==> config.mk <==
export PLATFORM = sky130hd
export DESIGN_NAME = gmbc_regs
export DESIGN_NICKNAME = d
export VERILOG_FILES = /design/src/core/gmbc_pkg.sv /design/src/core/gmbc_sync.sv /design/src/core/gmbc_regs.sv
export SDC_FILE = /design/constraint.sdc
export NUM_CORES = 1
export LEC_CHECK = 0
export BUFFER_PORTS_ARGS = -buffer_cell sky130_fd_sc_hd__buf_2
export CORE_MARGIN = 3
export CORE_UTILIZATION = 57
export CTS_CLUSTER_DIAMETER = 40
export DETAILED_ROUTE_END_ITERATION = 8
export GPL_TIMING_DRIVEN = 0
export PLACE_DENSITY = 0.95
export SYNTH_ARGS = -nofsm -noshare
export SYNTH_HDL_FRONTEND = slang
export SYNTH_SLANG_ARGS = --single-unit
==> constraint.sdc <==
create_clock -name clk_in -period 4.9 [get_ports clk_in]
set_input_delay 0.98 -clock clk_in [delete_from_list [all_inputs] [get_ports clk_in]]
set_output_delay 0.98 -clock clk_in [all_outputs]
set_load 0.01 [all_outputs]
==> src/core/gmbc_pkg.sv <==
// Constants for the output pin selector and band calibration status register bank
//
// Overview of operation
// RULE1 - Five-bit output selector, reset to one, picks the signal for the data-out pin.
// RULE2 - Codes 0..7: test bit, lock detect out/trigger/window, ring osc, slip pulls, reserved.
// RULE3 - Codes 8..15: reference buffer/divider, osc divider, clocks, auxiliary serial signals.
// RULE4 - Codes 16..25: detector down/up, modulator clocks, autostrobes, latch, sync, seed.
// RULE5 - Codes 26..29 unused; 30 is output buffer enable; 31 is soft reset low.
// RULE6 - Bit 6 set: pin carries general output only; clear: auto-switch with read data.
// RULE7 - Bit 7 set: pin driver always on; clear: on only during serial read.
// RULE8 - Eight-bit read-only band field, reset 32, holds calibration's chosen switch setting.
// RULE9 - Host ignores band field while busy bit 8 reads one.
// RULE10 - Band field updates from calibration result only, never from manual override.
// RULE11 - Band value zero is highest frequency; larger values mean lower bands.
// RULE12 - Upper band bits unused by the oscillator carry no meaning.
// RULE13 - Busy bit 8 is high exactly while calibration searches. The code registers it, so it rises and falls one cycle after the search does.
// RULE14 - Reads return fields with upper bits zero; writes to status register ignored.
package gmbc_pkg;

  // ---------------------------------------------------------------
  // Register map
  // ---------------------------------------------------------------
  localparam int          ADDR_W          = 6;
  localparam int          DATA_W          = 24;
  localparam logic [5:0]  OFS_PIN_CFG     = 6'h0F;
  localparam logic [5:0]  OFS_BAND_STAT   = 6'h10;

  // ---------------------------------------------------------------
  // Config register fields
  // ---------------------------------------------------------------
  localparam int          CFG_W           = 10;
  localparam logic [9:0]  CFG_RESET       = 10'h001;
  localparam int          SEL_LSB         = 0;
  localparam int          SEL_W           = 5;
  localparam int          TEST_BIT        = 5;
  localparam int          NO_SHARE_BIT    = 6;
  localparam int          FORCE_ON_BIT    = 7;
  localparam int          PULLUP_OFF_BIT  = 8;
  localparam int          PULLDN_OFF_BIT  = 9;

  // ---------------------------------------------------------------
  // Status register fields
  // ---------------------------------------------------------------
  localparam int          BAND_W          = 8;
  localparam logic [7:0]  BAND_RESET      = 8'h20;
  localparam int          BUSY_BIT        = 8;

  // ---------------------------------------------------------------
  // Selector codes with special handling
  // ---------------------------------------------------------------
  localparam int          NUM_SRC         = 32;
  localparam logic [4:0]  SEL_TEST_DATA   = 5'h00;
  localparam logic [4:0]  SEL_RESERVED    = 5'h07;
  localparam logic [4:0]  SEL_UNUSED_LO   = 5'h1A;
  localparam logic [4:0]  SEL_UNUSED_HI   = 5'h1D;
  localparam logic [4:0]  SEL_BUF_EN      = 5'h1E;
  localparam logic [4:0]  SEL_SOFT_RST    = 5'h1F;

endpackage

==> src/core/gmbc_sync.sv <==
// Three-stage synchroniser with agreement filter for asynchronous source signals
`timescale 1ns/1ns
module gmbc_sync #(
  parameter int WIDTH = 32
) (
  // Clock and reset
  input  wire logic             clk_in,
  input  wire logic             nrst_in,
  // Data
  input  wire logic [WIDTH-1:0] async_in,
  output logic      [WIDTH-1:0] sync_out
);

  logic [WIDTH-1:0] s1_q;
  logic [WIDTH-1:0] s2_q;
  logic [WIDTH-1:0] s3_q;

  // ---------------------------------------------------------------
  // Capture chain; stage one feeds only stage two
  // ---------------------------------------------------------------
  always_ff @(posedge clk_in) begin
    if (!nrst_in) begin
      s1_q <= '0;
      s2_q <= '0;
      s3_q <= '0;
    end else begin
      s1_q <= async_in;
      s2_q <= s1_q;
      s3_q <= s2_q;
    end
  end

  // ---------------------------------------------------------------
  // Accept a bit only once stages two and three agree
  // ---------------------------------------------------------------
  // Per-bit filter rejects a single metastable sample
  always_ff @(posedge clk_in) begin
    if (!nrst_in) begin
      sync_out <= '0;
    end else begin
      for (int i = 0; i < WIDTH; i++) begin
        if (s2_q[i] == s3_q[i]) begin
          sync_out[i] <= s3_q[i];
        end
      end
    end
  end

endmodule

==> src/core/gmbc_regs.sv <==
// Output pin selector, pin sharing control and band calibration status registers
`timescale 1ns/1ns
module gmbc_regs (
  // Clock and reset
  input  wire logic                         clk_in,
  input  wire logic                         nrst_in,
  // Register port from the serial engine
  input  wire logic                         reg_wr_en_in,
  input  wire logic                         reg_rd_en_in,
  input  wire logic [gmbc_pkg::ADDR_W-1:0]  reg_addr_in,
  input  wire logic [gmbc_pkg::DATA_W-1:0]  reg_wdata_in,
  output logic      [gmbc_pkg::DATA_W-1:0]  reg_rdata_out,
  // Serial read cycle from the serial engine
  input  wire logic                         read_active_in,
  input  wire logic                         read_data_in,
  // Internal sources, asynchronous; index equals selector code
  input  wire logic [gmbc_pkg::NUM_SRC-1:0] gpo_sources_in,
  input  wire logic                         soft_reset_low_in,
  // Automatic band calibration
  input  wire logic                         cal_busy_in,
  input  wire logic                         cal_done_in,
  input  wire logic [gmbc_pkg::BAND_W-1:0]  cal_band_in,
  // Shared lock and serial out pin
  output logic                              pin_out,
  output logic                              pin_oe_out,
  // Driver transistor controls
  output logic                              pullup_transistor_off_out,
  output logic                              pulldown_transistor_off_out
);

  logic [gmbc_pkg::CFG_W-1:0]   cfg_q;
  logic [gmbc_pkg::BAND_W-1:0]  band_q;
  logic                         busy_q;
  logic [gmbc_pkg::NUM_SRC-1:0] src_sync;
  logic [gmbc_pkg::NUM_SRC-1:0] src_raw;
  logic [gmbc_pkg::SEL_W-1:0]   sel;
  logic                         gpo_d;
  logic                         gpo_q;
  logic                         hit_cfg;
  logic                         hit_stat;

  assign sel      = cfg_q[gmbc_pkg::SEL_LSB +: gmbc_pkg::SEL_W];
  assign hit_cfg  = (reg_addr_in == gmbc_pkg::OFS_PIN_CFG);
  assign hit_stat = (reg_addr_in == gmbc_pkg::OFS_BAND_STAT);

  // ---------------------------------------------------------------
  // Source synchronisation
  // ---------------------------------------------------------------
  // Soft reset rides in the top slot with the other asynchronous sources
  always_comb begin
    src_raw                        = gpo_sources_in;
    src_raw[gmbc_pkg::SEL_SOFT_RST] = soft_reset_low_in;
  end

  gmbc_sync #(
    .WIDTH (gmbc_pkg::NUM_SRC)
  ) u_sync (
    .clk_in   (clk_in),
    .nrst_in  (nrst_in),
    .async_in (src_raw),
    .sync_out (src_sync)
  );

  // ---------------------------------------------------------------
  // Configuration register
  // ---------------------------------------------------------------
  always_ff @(posedge clk_in) begin
    if (!nrst_in) begin
      cfg_q <= gmbc_pkg::CFG_RESET; // RULE1
    end else if (reg_wr_en_in && hit_cfg) begin
      cfg_q <= reg_wdata_in[gmbc_pkg::CFG_W-1:0];
    end
  end

  // ---------------------------------------------------------------
  // Band calibration status
  // ---------------------------------------------------------------
  // Only the calibration result loads the field; writes never reach it
  always_ff @(posedge clk_in) begin
    if (!nrst_in) begin
      band_q <= gmbc_pkg::BAND_RESET; // RULE8
    end else if (cal_done_in) begin
      band_q <= cal_band_in; // RULE10 RULE11 RULE12
    end
  end

  // Busy mirrors the searching state with one register stage
  always_ff @(posedge clk_in) begin
    if (!nrst_in) begin
      busy_q <= 1'h0;
    end else begin
      busy_q <= cal_busy_in; // RULE13
    end
  end

  // ---------------------------------------------------------------
  // General output selector
  // ---------------------------------------------------------------
  always_comb begin
    if (sel == gmbc_pkg::SEL_TEST_DATA) begin
      gpo_d = cfg_q[gmbc_pkg::TEST_BIT]; // RULE2
    end else if (sel == gmbc_pkg::SEL_RESERVED) begin
      gpo_d = 1'h0; // RULE2
    end else if (sel >= gmbc_pkg::SEL_UNUSED_LO && sel <= gmbc_pkg::SEL_UNUSED_HI) begin
      gpo_d = 1'h0; // RULE5
    end else if (sel == gmbc_pkg::SEL_BUF_EN) begin
      gpo_d = pin_oe_out; // RULE5
    end else begin
      gpo_d = src_sync[sel]; // RULE2 RULE3 RULE4 RULE5
    end
  end

  always_ff @(posedge clk_in) begin
    if (!nrst_in) begin
      gpo_q <= 1'h0;
    end else begin
      gpo_q <= gpo_d;
    end
  end

  // ---------------------------------------------------------------
  // Pin data and driver enable
  // ---------------------------------------------------------------
  // Read data path passes one register stage, the general output two
  always_ff @(posedge clk_in) begin
    if (!nrst_in) begin
      pin_out <= 1'h0;
    end else if (cfg_q[gmbc_pkg::NO_SHARE_BIT] || !read_active_in) begin
      pin_out <= gpo_q; // RULE6
    end else begin
      pin_out <= read_data_in; // RULE6
    end
  end

  always_ff @(posedge clk_in) begin
    if (!nrst_in) begin
      pin_oe_out <= 1'h0;
    end else begin
      pin_oe_out <= cfg_q[gmbc_pkg::FORCE_ON_BIT] || read_active_in; // RULE7
    end
  end

  always_ff @(posedge clk_in) begin
    if (!nrst_in) begin
      pullup_transistor_off_out   <= 1'h0;
      pulldown_transistor_off_out <= 1'h0;
    end else begin
      pullup_transistor_off_out   <= cfg_q[gmbc_pkg::PULLUP_OFF_BIT];
      pulldown_transistor_off_out <= cfg_q[gmbc_pkg::PULLDN_OFF_BIT];
    end
  end

  // ---------------------------------------------------------------
  // Read data
  // ---------------------------------------------------------------
  // Unmapped addresses read zero; data holds until the next read
  always_ff @(posedge clk_in) begin
    if (!nrst_in) begin
      reg_rdata_out <= '0;
    end else if (reg_rd_en_in) begin
      if (hit_cfg) begin
        reg_rdata_out <= {{(gmbc_pkg::DATA_W-gmbc_pkg::CFG_W){1'h0}}, cfg_q}; // RULE14
      end else if (hit_stat) begin
        reg_rdata_out <= {{(gmbc_pkg::DATA_W-gmbc_pkg::BAND_W-1){1'h0}}, busy_q, band_q}; // RULE14 RULE9
      end else begin
        reg_rdata_out <= '0;
      end
    end
  end
endmodule

==> summary.md, run 1 <==
| Metric | Value |
|---|---|
| Adder-Cell Fraction of Synth Area | 0% |
| Post CTS Setup Buffer Count | 0 |
| Crit path largest cell delay | around 540 ps |
| Die X | approximately 99 um |
| Synthesized cell area | 4972 um2 |
| F_max | about 500 MHz |
| Synthesized flop and latch total | 150 |
| Via count | 3,693 |
| Initial Utilization | a little under 60% |
| Initial DRC Count | 183 |
| Mux cell area share after synthesis | 5.159% |
| Pre-antenna DRT Iters | 5 |
| CTS Sinks | 150 |
| CP Launch Type | input port |
| Pleak | 2.472 nW |
| Final hold vios | 0 |
| Max FO, Critical Path | 9 |
| Synth Area in Simple Gates | about a fifth |
| Setup WS pre-CTS | roughly 2400 ps |
| Main synth FF type | dfxtp_1 |
| Die Ht | 99.40 um |
| CTS Hold Bufs | 0 |
| VDD IR max | 0.3294 mV |
| Outcome | finished, final reports clean |
| CTS Buf Count | 17 |
| Max-Cap Viols | 0 |
| Largest family of logic cells by synthesized area | simple AND/OR/NAND/NOR gates |
| Detail Route Antenna Nets | 0 |
| Pwr dens | 425.3 nW/um2 |
| Crit path kind | in2reg |
| CP endpoint kind | register |
| DRT Wirelength | 10.39 mm |
| Die Footprint | 9880 um2 |
| Slowest CP cell | or4_4 |
| Most frequent cells in the layout | 150 x dfxtp_1, 92 x and2_1, 75 x buf_2, 42 x nand2_1, 39 x a21oi_1 |
| Tmin final | 2030 ps |
| Post-detailed-placement cell area | 5513 um2 |
| CP required | about 5300 ps |
| Worst-path cell chain | buf_2 > or4_4 > nor3b_4 > a22oi_1 > a211oi_1 |
| Compound-Gate Fraction of Synth Area | between 10% and 20% |
| Share of layout cells above drive strength 1 | 21.87% |
| Worst-case clock buffer depth | 2 |
| Post-cts gate resize count | 0 |
| Most common cell after layout, fill and taps aside | dfxtp_1 |
| Post-Syn Area per Cell | 10.32 um2 |
| Initial antenna violation count | 0 |
| CP bufs+invs | 1 |
| Largest net degree at the start of global routing | 17 |
| Register area share after synthesis | 60.39% |
| RSZ-0062 raised after global routing | false |
| Core box area | 8341 um2 |
| Port Buf Inserts | 72 |
| Num rows | 33 |
| Nets | 665 |
| Avg WL per Cell | 14.75 um |
| Clk Latency, worst-skew pair | 520 ps |
| Mapped Cells | a little under 500 |
| Critical path data arrival time | ~2500 ps |
| Vias/cell | between 5 and 6 |
| Post-synthesis xor/xnor area fraction | 0% |
| Global-route wire length before repair | approximately 17 mm |
| Clk_skew | 12.11 ps |
| DRC viols | 0 |
| Io pins | between 100 and 150 |
| Overflow after GRT | 0 |
| # fillers | around 590 |
| Yosys cell types | 32 |
| Post-synth EDFFs | 0 |
| Final worst slack | about 2900 ps |
| Area Overhead vs Synth | 21.99% |
| Gpl congestion | 0.8568 |
| Synth async-reset ratio | 0% |
| # setup viols final | 0 |
| Cell family with most CP delay | simple AND/OR/NAND/NOR gates |
| # diodes | 0 |
| Final instance area | 6066 um2 |
| Synth warn | 0 |
| Hold Crit Class | reg2reg |
| CTS tree | built |
| Slew headroom | 59.09% |
| Reg2Reg Setup Slack | around 3000 ps |
| Vias in the first global route | 3,732 |
| CTS H-tree depth | 4 |
| Setup TNS | 0 ps |
| Reg clk slew, reported paths | about 70 ps |
| Max Transition Viols Final | 0 |
| Worst-Margin Slew | 613.6 ps |
| Tcrit/Tclk final | 41.43% |
| DP HPWL | 7.018 mm |
| Gr usage total | between 20% and 30% |
| Root buffer cell | clkbuf_8 |
[through the flow]
stage / util (%) / power, mW / instances / hold WS (ps)
detailed placement: 66.10 / 1.411 / 672 / 416.9
CTS: 72.73 / 2.594 / 704 / 431.4
finish: 72.73 / 2.580 / 704 / 427.1
global route: 72.73 / 2.664 / 704 / 436.7
floorplan: - / 1.362 / 495 / 411.9
global placement: 66.10 / 1.404 / 672 / 417.4
[metal layers]
| metal | vias up | global-route usage [%] | routed length, um |
|---|---|---|---|
| li1 | 1793 | - | - |
| met1 | 1694 | 24.61 | 4000 |
| met2 | 174 | 37.29 | 5181 |
| met3 | 32 | 5.891 | 933 |
| met4 | 0 | 11.87 | 270 |
| met5 | - | 0 | 0 |
[area by class of cell]
type                       instances  area, um2  area share (%)
buffer                            42      214.0           3.527
clock buffer                      19      431.7           7.116
clock inverter                    13      121.4           2.001
inverter                           2      7.507          0.1238
multi-input combinational        301       1797           29.62
sequential                       150       3003           49.50
tap                              105      131.4           2.166
timing repair buffer              72      360.3           5.941
[Yosys cell counts, types with 2 or more instances]
| cell | number | area (um2) |
|---|---|---|
| o211ai_1 | 3 | 22.52 |
| a22oi_1 | 9 | 67.56 |
| clkbuf_1 | 24 | 90.09 |
| buf_2 | 3 | 15.01 |
| nand2_1 | 42 | 157.7 |
| nand3_1 | 12 | 60.06 |
| a211oi_1 | 10 | 75.07 |
| mux2i_1 | 11 | 110.1 |
| mux4_2 | 6 | 135.1 |
| nor2_1 | 20 | 75.07 |
| o2111ai_1 | 2 | 17.52 |
| dfxtp_1 | 150 | 3003 |
| a21oi_1 | 39 | 195.2 |
| o21ai_0 | 29 | 145.1 |
| buf_4 | 14 | 105.1 |
| and2_1 | 92 | 575.6 |
[path summary, 6_finish.rpt]
| check | start | endpoint | cells past startpoint |
|---|---|---|---|
| worst min-delay path | u_sync.s1_q[26] | u_sync.s2_q[26] | 1 |
| worst min register to register | u_sync.s1_q[26] | u_sync.s2_q[26] | 1 |
| worst max-delay path | reg_addr_in[1] | reg_rdata_out[6] | 5 |
| worst max register to register | cfg_q[1] | gpo_q | 5 |
[registers in the layout (all words and copies together), names as in the netlist]
signal,cells
busy_q,1
pin_oe_out,1
pullup_transistor_off_out,1
u_sync.sync_out,29
u_sync.s1_q,29
pulldown_transistor_off_out,1
u_sync.s2_q,29
cfg_q,10
pin_out,1
band_q,8
gpo_q,1
u_sync.s3_q,29
reg_rdata_out,10
[cell families (layout without fill, tap and decap cells)]
kind of cell	after synthesis	after routing
other	1	14
buffers and inverters	44	148
and+or+nand+nor	174	174
DFF	150	150
AOI/OAI and AO/OA	95	95
muxes	18	18
[report_power, final]
part / internal, mW / total (mW) / leakage (nW) / switching, mW
clock: 0.690 / 1.19 / 0.257 / 0.504
combinational: 0.0536 / 0.111 / 0.988 / 0.0571
sequential: 1.26 / 1.28 / 1.23 / 0.0169
total: 2.00 / 2.58 / 2.47 / 0.578
(Power assumes the default switching activity.)
==> inputs of run 2 (changes only) <==
ABC_AREA = 1   (was unset)
CORE_UTILIZATION = 54   (was 57)
PLACE_DENSITY = 0.9   (was 0.95)
clock period = 1.94 ns   (was 4.9 ns; I/O delays follow)
==> summary.md, run 2 <==
| Metric | Value |
|---|---|
| CTS Sinks | between 150 and 200 |
| Share of the synthesized area in the top cell type | roughly 57% |
| Crit path largest cell delay | ~360 ps |
| F_max | 705.3 MHz |
| Worst-case clock buffer depth | 2 |
| Clk Latency, worst-skew pair | 520 ps |
| FF+latch area | 3163 um2 |
| Most frequent cells in the layout | 173 x nand2_1, 158 x dfxtp_1, 107 x inv_1, 84 x buf_2, 64 x nor2_1 |
| Vias/cell | 4.765 |
| Count leader, synth | nand2_1 |
| Final worst slack | 522.2 ps |
| Synth warn | 0 |
| Post-synth EDFFs | 0 |
| Initial DRC Count | 139 |
| Root buffer cell | clkbuf_8 |
| Die Footprint | 11,440 um2 |
| Clk_skew | 7.124 ps |
| Yosys cell types | 23 |
| CTS Buf Count | 17 |
| Met3 Use GR | 5.178% |
| Pwr Total | 6.746 mW |
| Num rows | 36 |
| Gpl congestion | 0.8145 |
| CTS tree | built |
| Switching Share | 22.51% |
| Yosys top cell by area | dfxtp_1 |
| Setup TNS | 0 ps |
| Logic pwr share | 4.8% |
| Post-Layout Cell Count | 936 |
| Final hold vios | 0 |
| CP bufs+invs | 1 |
| Worst-path cell chain | buf_2 |
| Vias in the first global route | around 4,300 |
| CTS H-tree depth | 4 |
| Initial antenna violation count | 0 |
| Die Ht | 106.9 um |
| Pint | 5.228 mW |
| # diodes | 0 |
| Mapped Cells | 685 |
| Pre-antenna DRT Iters | 5 |
| Post-Syn Area per Cell | 8.031 um2 |
| DRT Wirelength | 10.87 mm |
| Synthesized flop and latch total | between 150 and 200 |
| Max-Cap Viols | 0 |
| Slowest CP cell | dfxtp_1 |
| Via count | ~4,500 |
| CTS Hold Bufs | 0 |
| DRC viols | 0 |
| CP required | 1550 ps |
| Reg clk slew, reported paths | 70 ps |
| Tmin final | roughly 1400 ps |
| Most common cell after layout, fill and taps aside | nand2_1 |
| Final Util | roughly 68% |
| # setup viols final | 0 |
| Largest net degree at the start of global routing | 17 |
| Global-route wire length before repair | approximately 18 mm |
| Main synth FF type | dfxtp_1 |
| Gr usage total | between 15 and 20% |
| Die X | 106.9 um |
| Avg WL per Cell | 11.61 um |
| Outcome | finished, final reports clean |
| Area Overhead vs Synth | 20.54% |
| Reg power frac | between 50% and 60% |
| Pleak | 3.540 nW |
| GR Util met1 | ~22% |
| Max FO, Critical Path | 2 |
| Final instance area | 6631 um2 |
| # fillers | 789 |
| Area used by multi-input combinational logic | 1709 um2 |
| Overflow after GRT | 0 |
| Post CTS Setup Buffer Count | 0 |
| Register area share after synthesis | between 50% and 60% |
| Initial Utilization | a little under three fifths |
| Grt peak-use layer | met2 |
| Nets | 870 |
| Setup WS pre-CTS | 484.8 ps |
| DP HPWL | 7.397 mm |
| Share of layout cells above drive strength 1 | 17.81% |
| Critical path data arrival time | 1030 ps |
| Reg2Reg Setup Slack | 550 ps |
| Synthesized cell area | 5502 um2 |
| Leading post-synthesis cells by cell area | dfxtp_1 57%, nand2_1 12%, inv_1 7.3%, o21ai_0 5.4%, nor2_1 4.4% |
| Hold Crit Class | in2reg |
| Post-cts gate resize count | 0 |
| Cell family with most CP delay | flip-flops |
| Met2 Resource Use GR | 35.70% |
| Detail Route Antenna Nets | 0 |
| Max Transition Viols Final | 0 |
| Synth async-reset ratio | 0% |
| RSZ-0062 raised after global routing | false |
| Core box area | a little under 10,000 um2 |
| Port Buf Inserts | between 70 and 80 |
| Inst Count DP | 905 |
| Hold slack final | between 40 and 50 ps |
| Crit path kind | reg2out |
| VDD IR max | between 0.5 and 0.6 mV |
| CP endpoint kind | primary output |
| Io pins | around 110 |
| Top cells by count, synth | 173 x nand2_1, 158 x dfxtp_1, 107 x inv_1, 64 x nor2_1, 59 x o21ai_0 |
| Pwr dens | 1017 nW/um2 |
| NetSw | 1.518 mW |
| Tcrit/Tclk final | 73.08% |
| Post-detailed-placement cell area | 6087 um2 |
| Clock share of power | 44.7% |
| CP Launch Type | register |
run 2: changes by cell type after synthesis, moves of 7 or more:
cell	previous run	this run
inv_1	1	107
and2_1	92	0
clkbuf_1	24	9
nor2_1	20	64
o221a_1	0	9
buf_2	3	10
nand2_1	42	173
mux2i_1	11	0
a211oi_1	10	0
dfxtp_1	150	158
a22oi_1	9	1
o21ai_0	29	59
run 2: kinds of logic after synthesis:
logic type             after synthesis  share of synthesized area, %
AOI/OAI and AO/OA                  115                         11.53
other                                1                       0.06816
and+or+nand+nor                    260                         18.58
DFF                                158                         57.49
buffers and inverters              151                         12.33
run 2: cell type report:
class / instances / area share [%]
clock buffers: 19 / 6.509
flip-flops and latches: 158 / 47.70
well taps: 133 / 2.509
repair buffers: 74 / 5.585
plain buffers: 40 / 3.925
clock inverters: 12 / 1.698
inverters: 111 / 6.302
multi-input cells: 389 / 25.77
run 2: power groups by stage:
stage          clock network, mW  logic (mW)  registers, mW
3_3_place_gp                   0       0.314           3.47
2_1_floorplan                  0       0.200           3.46
5_1_grt                     3.18       0.376           3.41
3_5_place_dp                   0       0.323           3.47
6_report                    3.02       0.327           3.40
4_1_cts                     3.05       0.329           3.40
run 2: final timing paths:
kind	start	end	cells past startpoint
worst max register to register	cfg_q[0]	gpo_q	12
worst min-delay path	gpo_sources_in[5]	u_sync.s1_q[5]	3
worst min register to register	u_sync.s1_q[13]	u_sync.s2_q[13]	2
worst max-delay path	reg_rdata_out[4]	reg_rdata_out[4]	1
run 2: routing by layer:
metal  part of all wire (%)  up-vias
met5                      0        -
met4                    2.0        0
met3                    5.5       25
met2                     51      127
met1                     42     2029
li1                       -     2279
==> inputs of run 3 (changes only) <==
clock period = 1.4 ns   (was 1.94 ns; I/O delays follow)
==> summary.md, run 3 (synthesis gave the netlist of run 2 again) <==
| Metric | Value |
|---|---|
| Clk_skew | ~6.5 ps |
| CP Depth | 1 |
| Vias in the first global route | 4,638 |
| Max-Cap Viols | 0 |
| Tmin final | 1320 ps |
| DRT Wirelength | 11.86 mm |
| Outcome | finished, final reports clean |
| NetSw | 2.140 mW |
| Share of layout cells above drive strength 1 | 17.28% |
| Global-route wire length before repair | approximately 20 mm |
| Worst-case clock buffer depth | 2 |
| Die X | 106.9 um |
| Switching Share | 22.63% |
| Reg2Reg Setup Slack | 110 ps |
| Max Transition Viols Final | 0 |
| Initial antenna violation count | 0 |
| Clk Latency, worst-skew pair | 520 ps |
| Initial Utilization | 56.03% |
| Post-Layout Cell Count | between 900 and 1,000 |
| DRC viols | 0 |
| Die Ht | between 100 and 150 um |
| Hold Crit Class | in2reg |
| Slowest CP cell | dfxtp_1 |
| Detail Route Antenna Nets | 0 |
| Routed wl met2 | between 6 and 7 mm |
| Avg WL per Cell | 12.13 um |
| Root buffer cell | clkbuf_8 |
| Nets | 912 |
| Reg power frac | 49.8% |
| Reg clk slew, reported paths | approximately 70 ps |
| DR top layer | met4 |
| Port Buf Inserts | 74 |
| VDD IR max | just over 0.9 mV |
| F_max | 757.5 MHz |
| Io pins | 107 |
| CP endpoint kind | primary output |
| Core box area | about 9800 um2 |
| CTS H-tree depth | 4 |
| Pwr dens | 1339 nW/um2 |
| CTS Buf Count | 17 |
| Gr usage total | 21.88% |
| Worst-path cell chain | buf_2 |
| Largest net degree at the start of global routing | 17 |
| Final hold vios | 0 |
| Gpl congestion | 0.8145 |
| Tcrit/Tclk final | around 94% |
| Initial DRC Count | ~210 |
| CTS Sinks | 158 |
| Pre-antenna DRT Iters | 5 |
| CP Launch Type | register |
| CP bufs+invs | 1 |
| DP HPWL | 7.397 mm |
| # setup viols final | 0 |
| Critical path endpoint | reg_rdata_out[4] |
| Max FO, Critical Path | 2 |
| Critical path data arrival time | 1040 ps |
| R2R depth | 10 |
| CP required | 1120 ps |
| Inst Count DP | ~910 |
| Crit path largest cell delay | between 300 and 400 ps |
| Via count | roughly 4,700 |
| Pleak | 3.720 nW |
| Crit path kind | reg2out |
| Most common cell after layout, fill and taps aside | nand2_1 |
| Vias/cell | a little under 5 |
| Pint | 7.316 mW |
| Critical path origin | reg_rdata_out[4] |
| Overflow after GRT | 0 |
| Area Overhead vs Synth | 28.38% |
| Most frequent cells in the layout | 173 x nand2_1, 157 x dfxtp_1, 107 x inv_1, 84 x buf_2, 64 x nor2_1 |
| Logic pwr share | 5.8% |
| CTS tree | built |
| RR Endpoint | gpo_q |
| R2r startpoint | cfg_q[1] |
| # fillers | 700 |
| Num rows | 36 |
| Final Util | 71.93% |
| WL met1 | 4.760 mm |
| Die Footprint | 11,440 um2 |
| Setup TNS | 0 ps |
| Cell family with most CP delay | flip-flops |
| # diodes | 0 |
| Met3 wire length | about 690 um |
| RSZ-0062 raised after global routing | false |
| Clock share of power | between 40% and 50% |
==> run 3: how the worst min path moves through the flow <==
| stage | from | cells after the start | slack (ps) | to |
|---|---|---|---|---|
| 3_5_place_dp | u_sync.s1_q[8] | 2 | 400 | u_sync.s2_q[8] |
| 4_1_cts | read_data_in | 3 | 10 | pin_out |
| 5_1_grt | read_active_in | 3 | 40 | pin_oe_out |
| 6_report | read_data_in | 3 | 30 | pin_out |
| 2_1_floorplan | gpo_sources_in[29] | 2 | 370 | u_sync.s1_q[29] |
| 3_3_place_gp | u_sync.s1_q[31] | 2 | 390 | u_sync.s2_q[31] |
==> run 3: routing by layer <==
| layer | vias to the layer above | track usage, % |
|---|---|---|
| met1 | 2144 | 23.75 |
| met5 | - | 0 |
| li1 | 2361 | - |
| met4 | 0 | 9.224 |
| met2 | 156 | 39.97 |
| met3 | 35 | 5.840 |
==> run 3: through the flow <==
stage	instance area [um2]	total power, mW	setup slack (ps)	hold WS [ps]
detailed placement	6087	5.257	52.77	395.3
floorplan	5550	5.075	248.6	373.5
CTS	7032	9.476	30.87	13.46
finish	7063	9.457	79.81	31.95
global placement	6087	5.238	62.43	392.5
global route	7063	9.758	10.35	37.33
==> run 3: repair_timing <==
action	CTS	global route
gates resized for setup	0	7
hold buffers	40	0
buffers inserted	0	1
endpoints found under the setup margin	0	1
hold endpoints to repair	40	0
==> run 3: final cells by class <==
cell class	instances	area, um2	area share (%)
tap	133	166.4	2.356
timing repair buffer	116	785.8	11.12
inverter	111	422.9	5.988
clock buffer	19	431.7	6.112
multi-input combinational	389	1709	24.20
sequential	158	3167	44.84
clock inverter	12	112.6	1.594
buffer	40	267.8	3.791
==> run 3: power by group through the flow <==
stage          combinational (mW)  sequential (mW)  clock (mW)
3_5_place_dp                0.448             4.81           0
2_1_floorplan               0.277             4.80           0
6_report                    0.549             4.71        4.20
3_3_place_gp                0.436             4.80           0
4_1_cts                     0.539             4.71        4.23
5_1_grt                     0.626             4.73        4.41
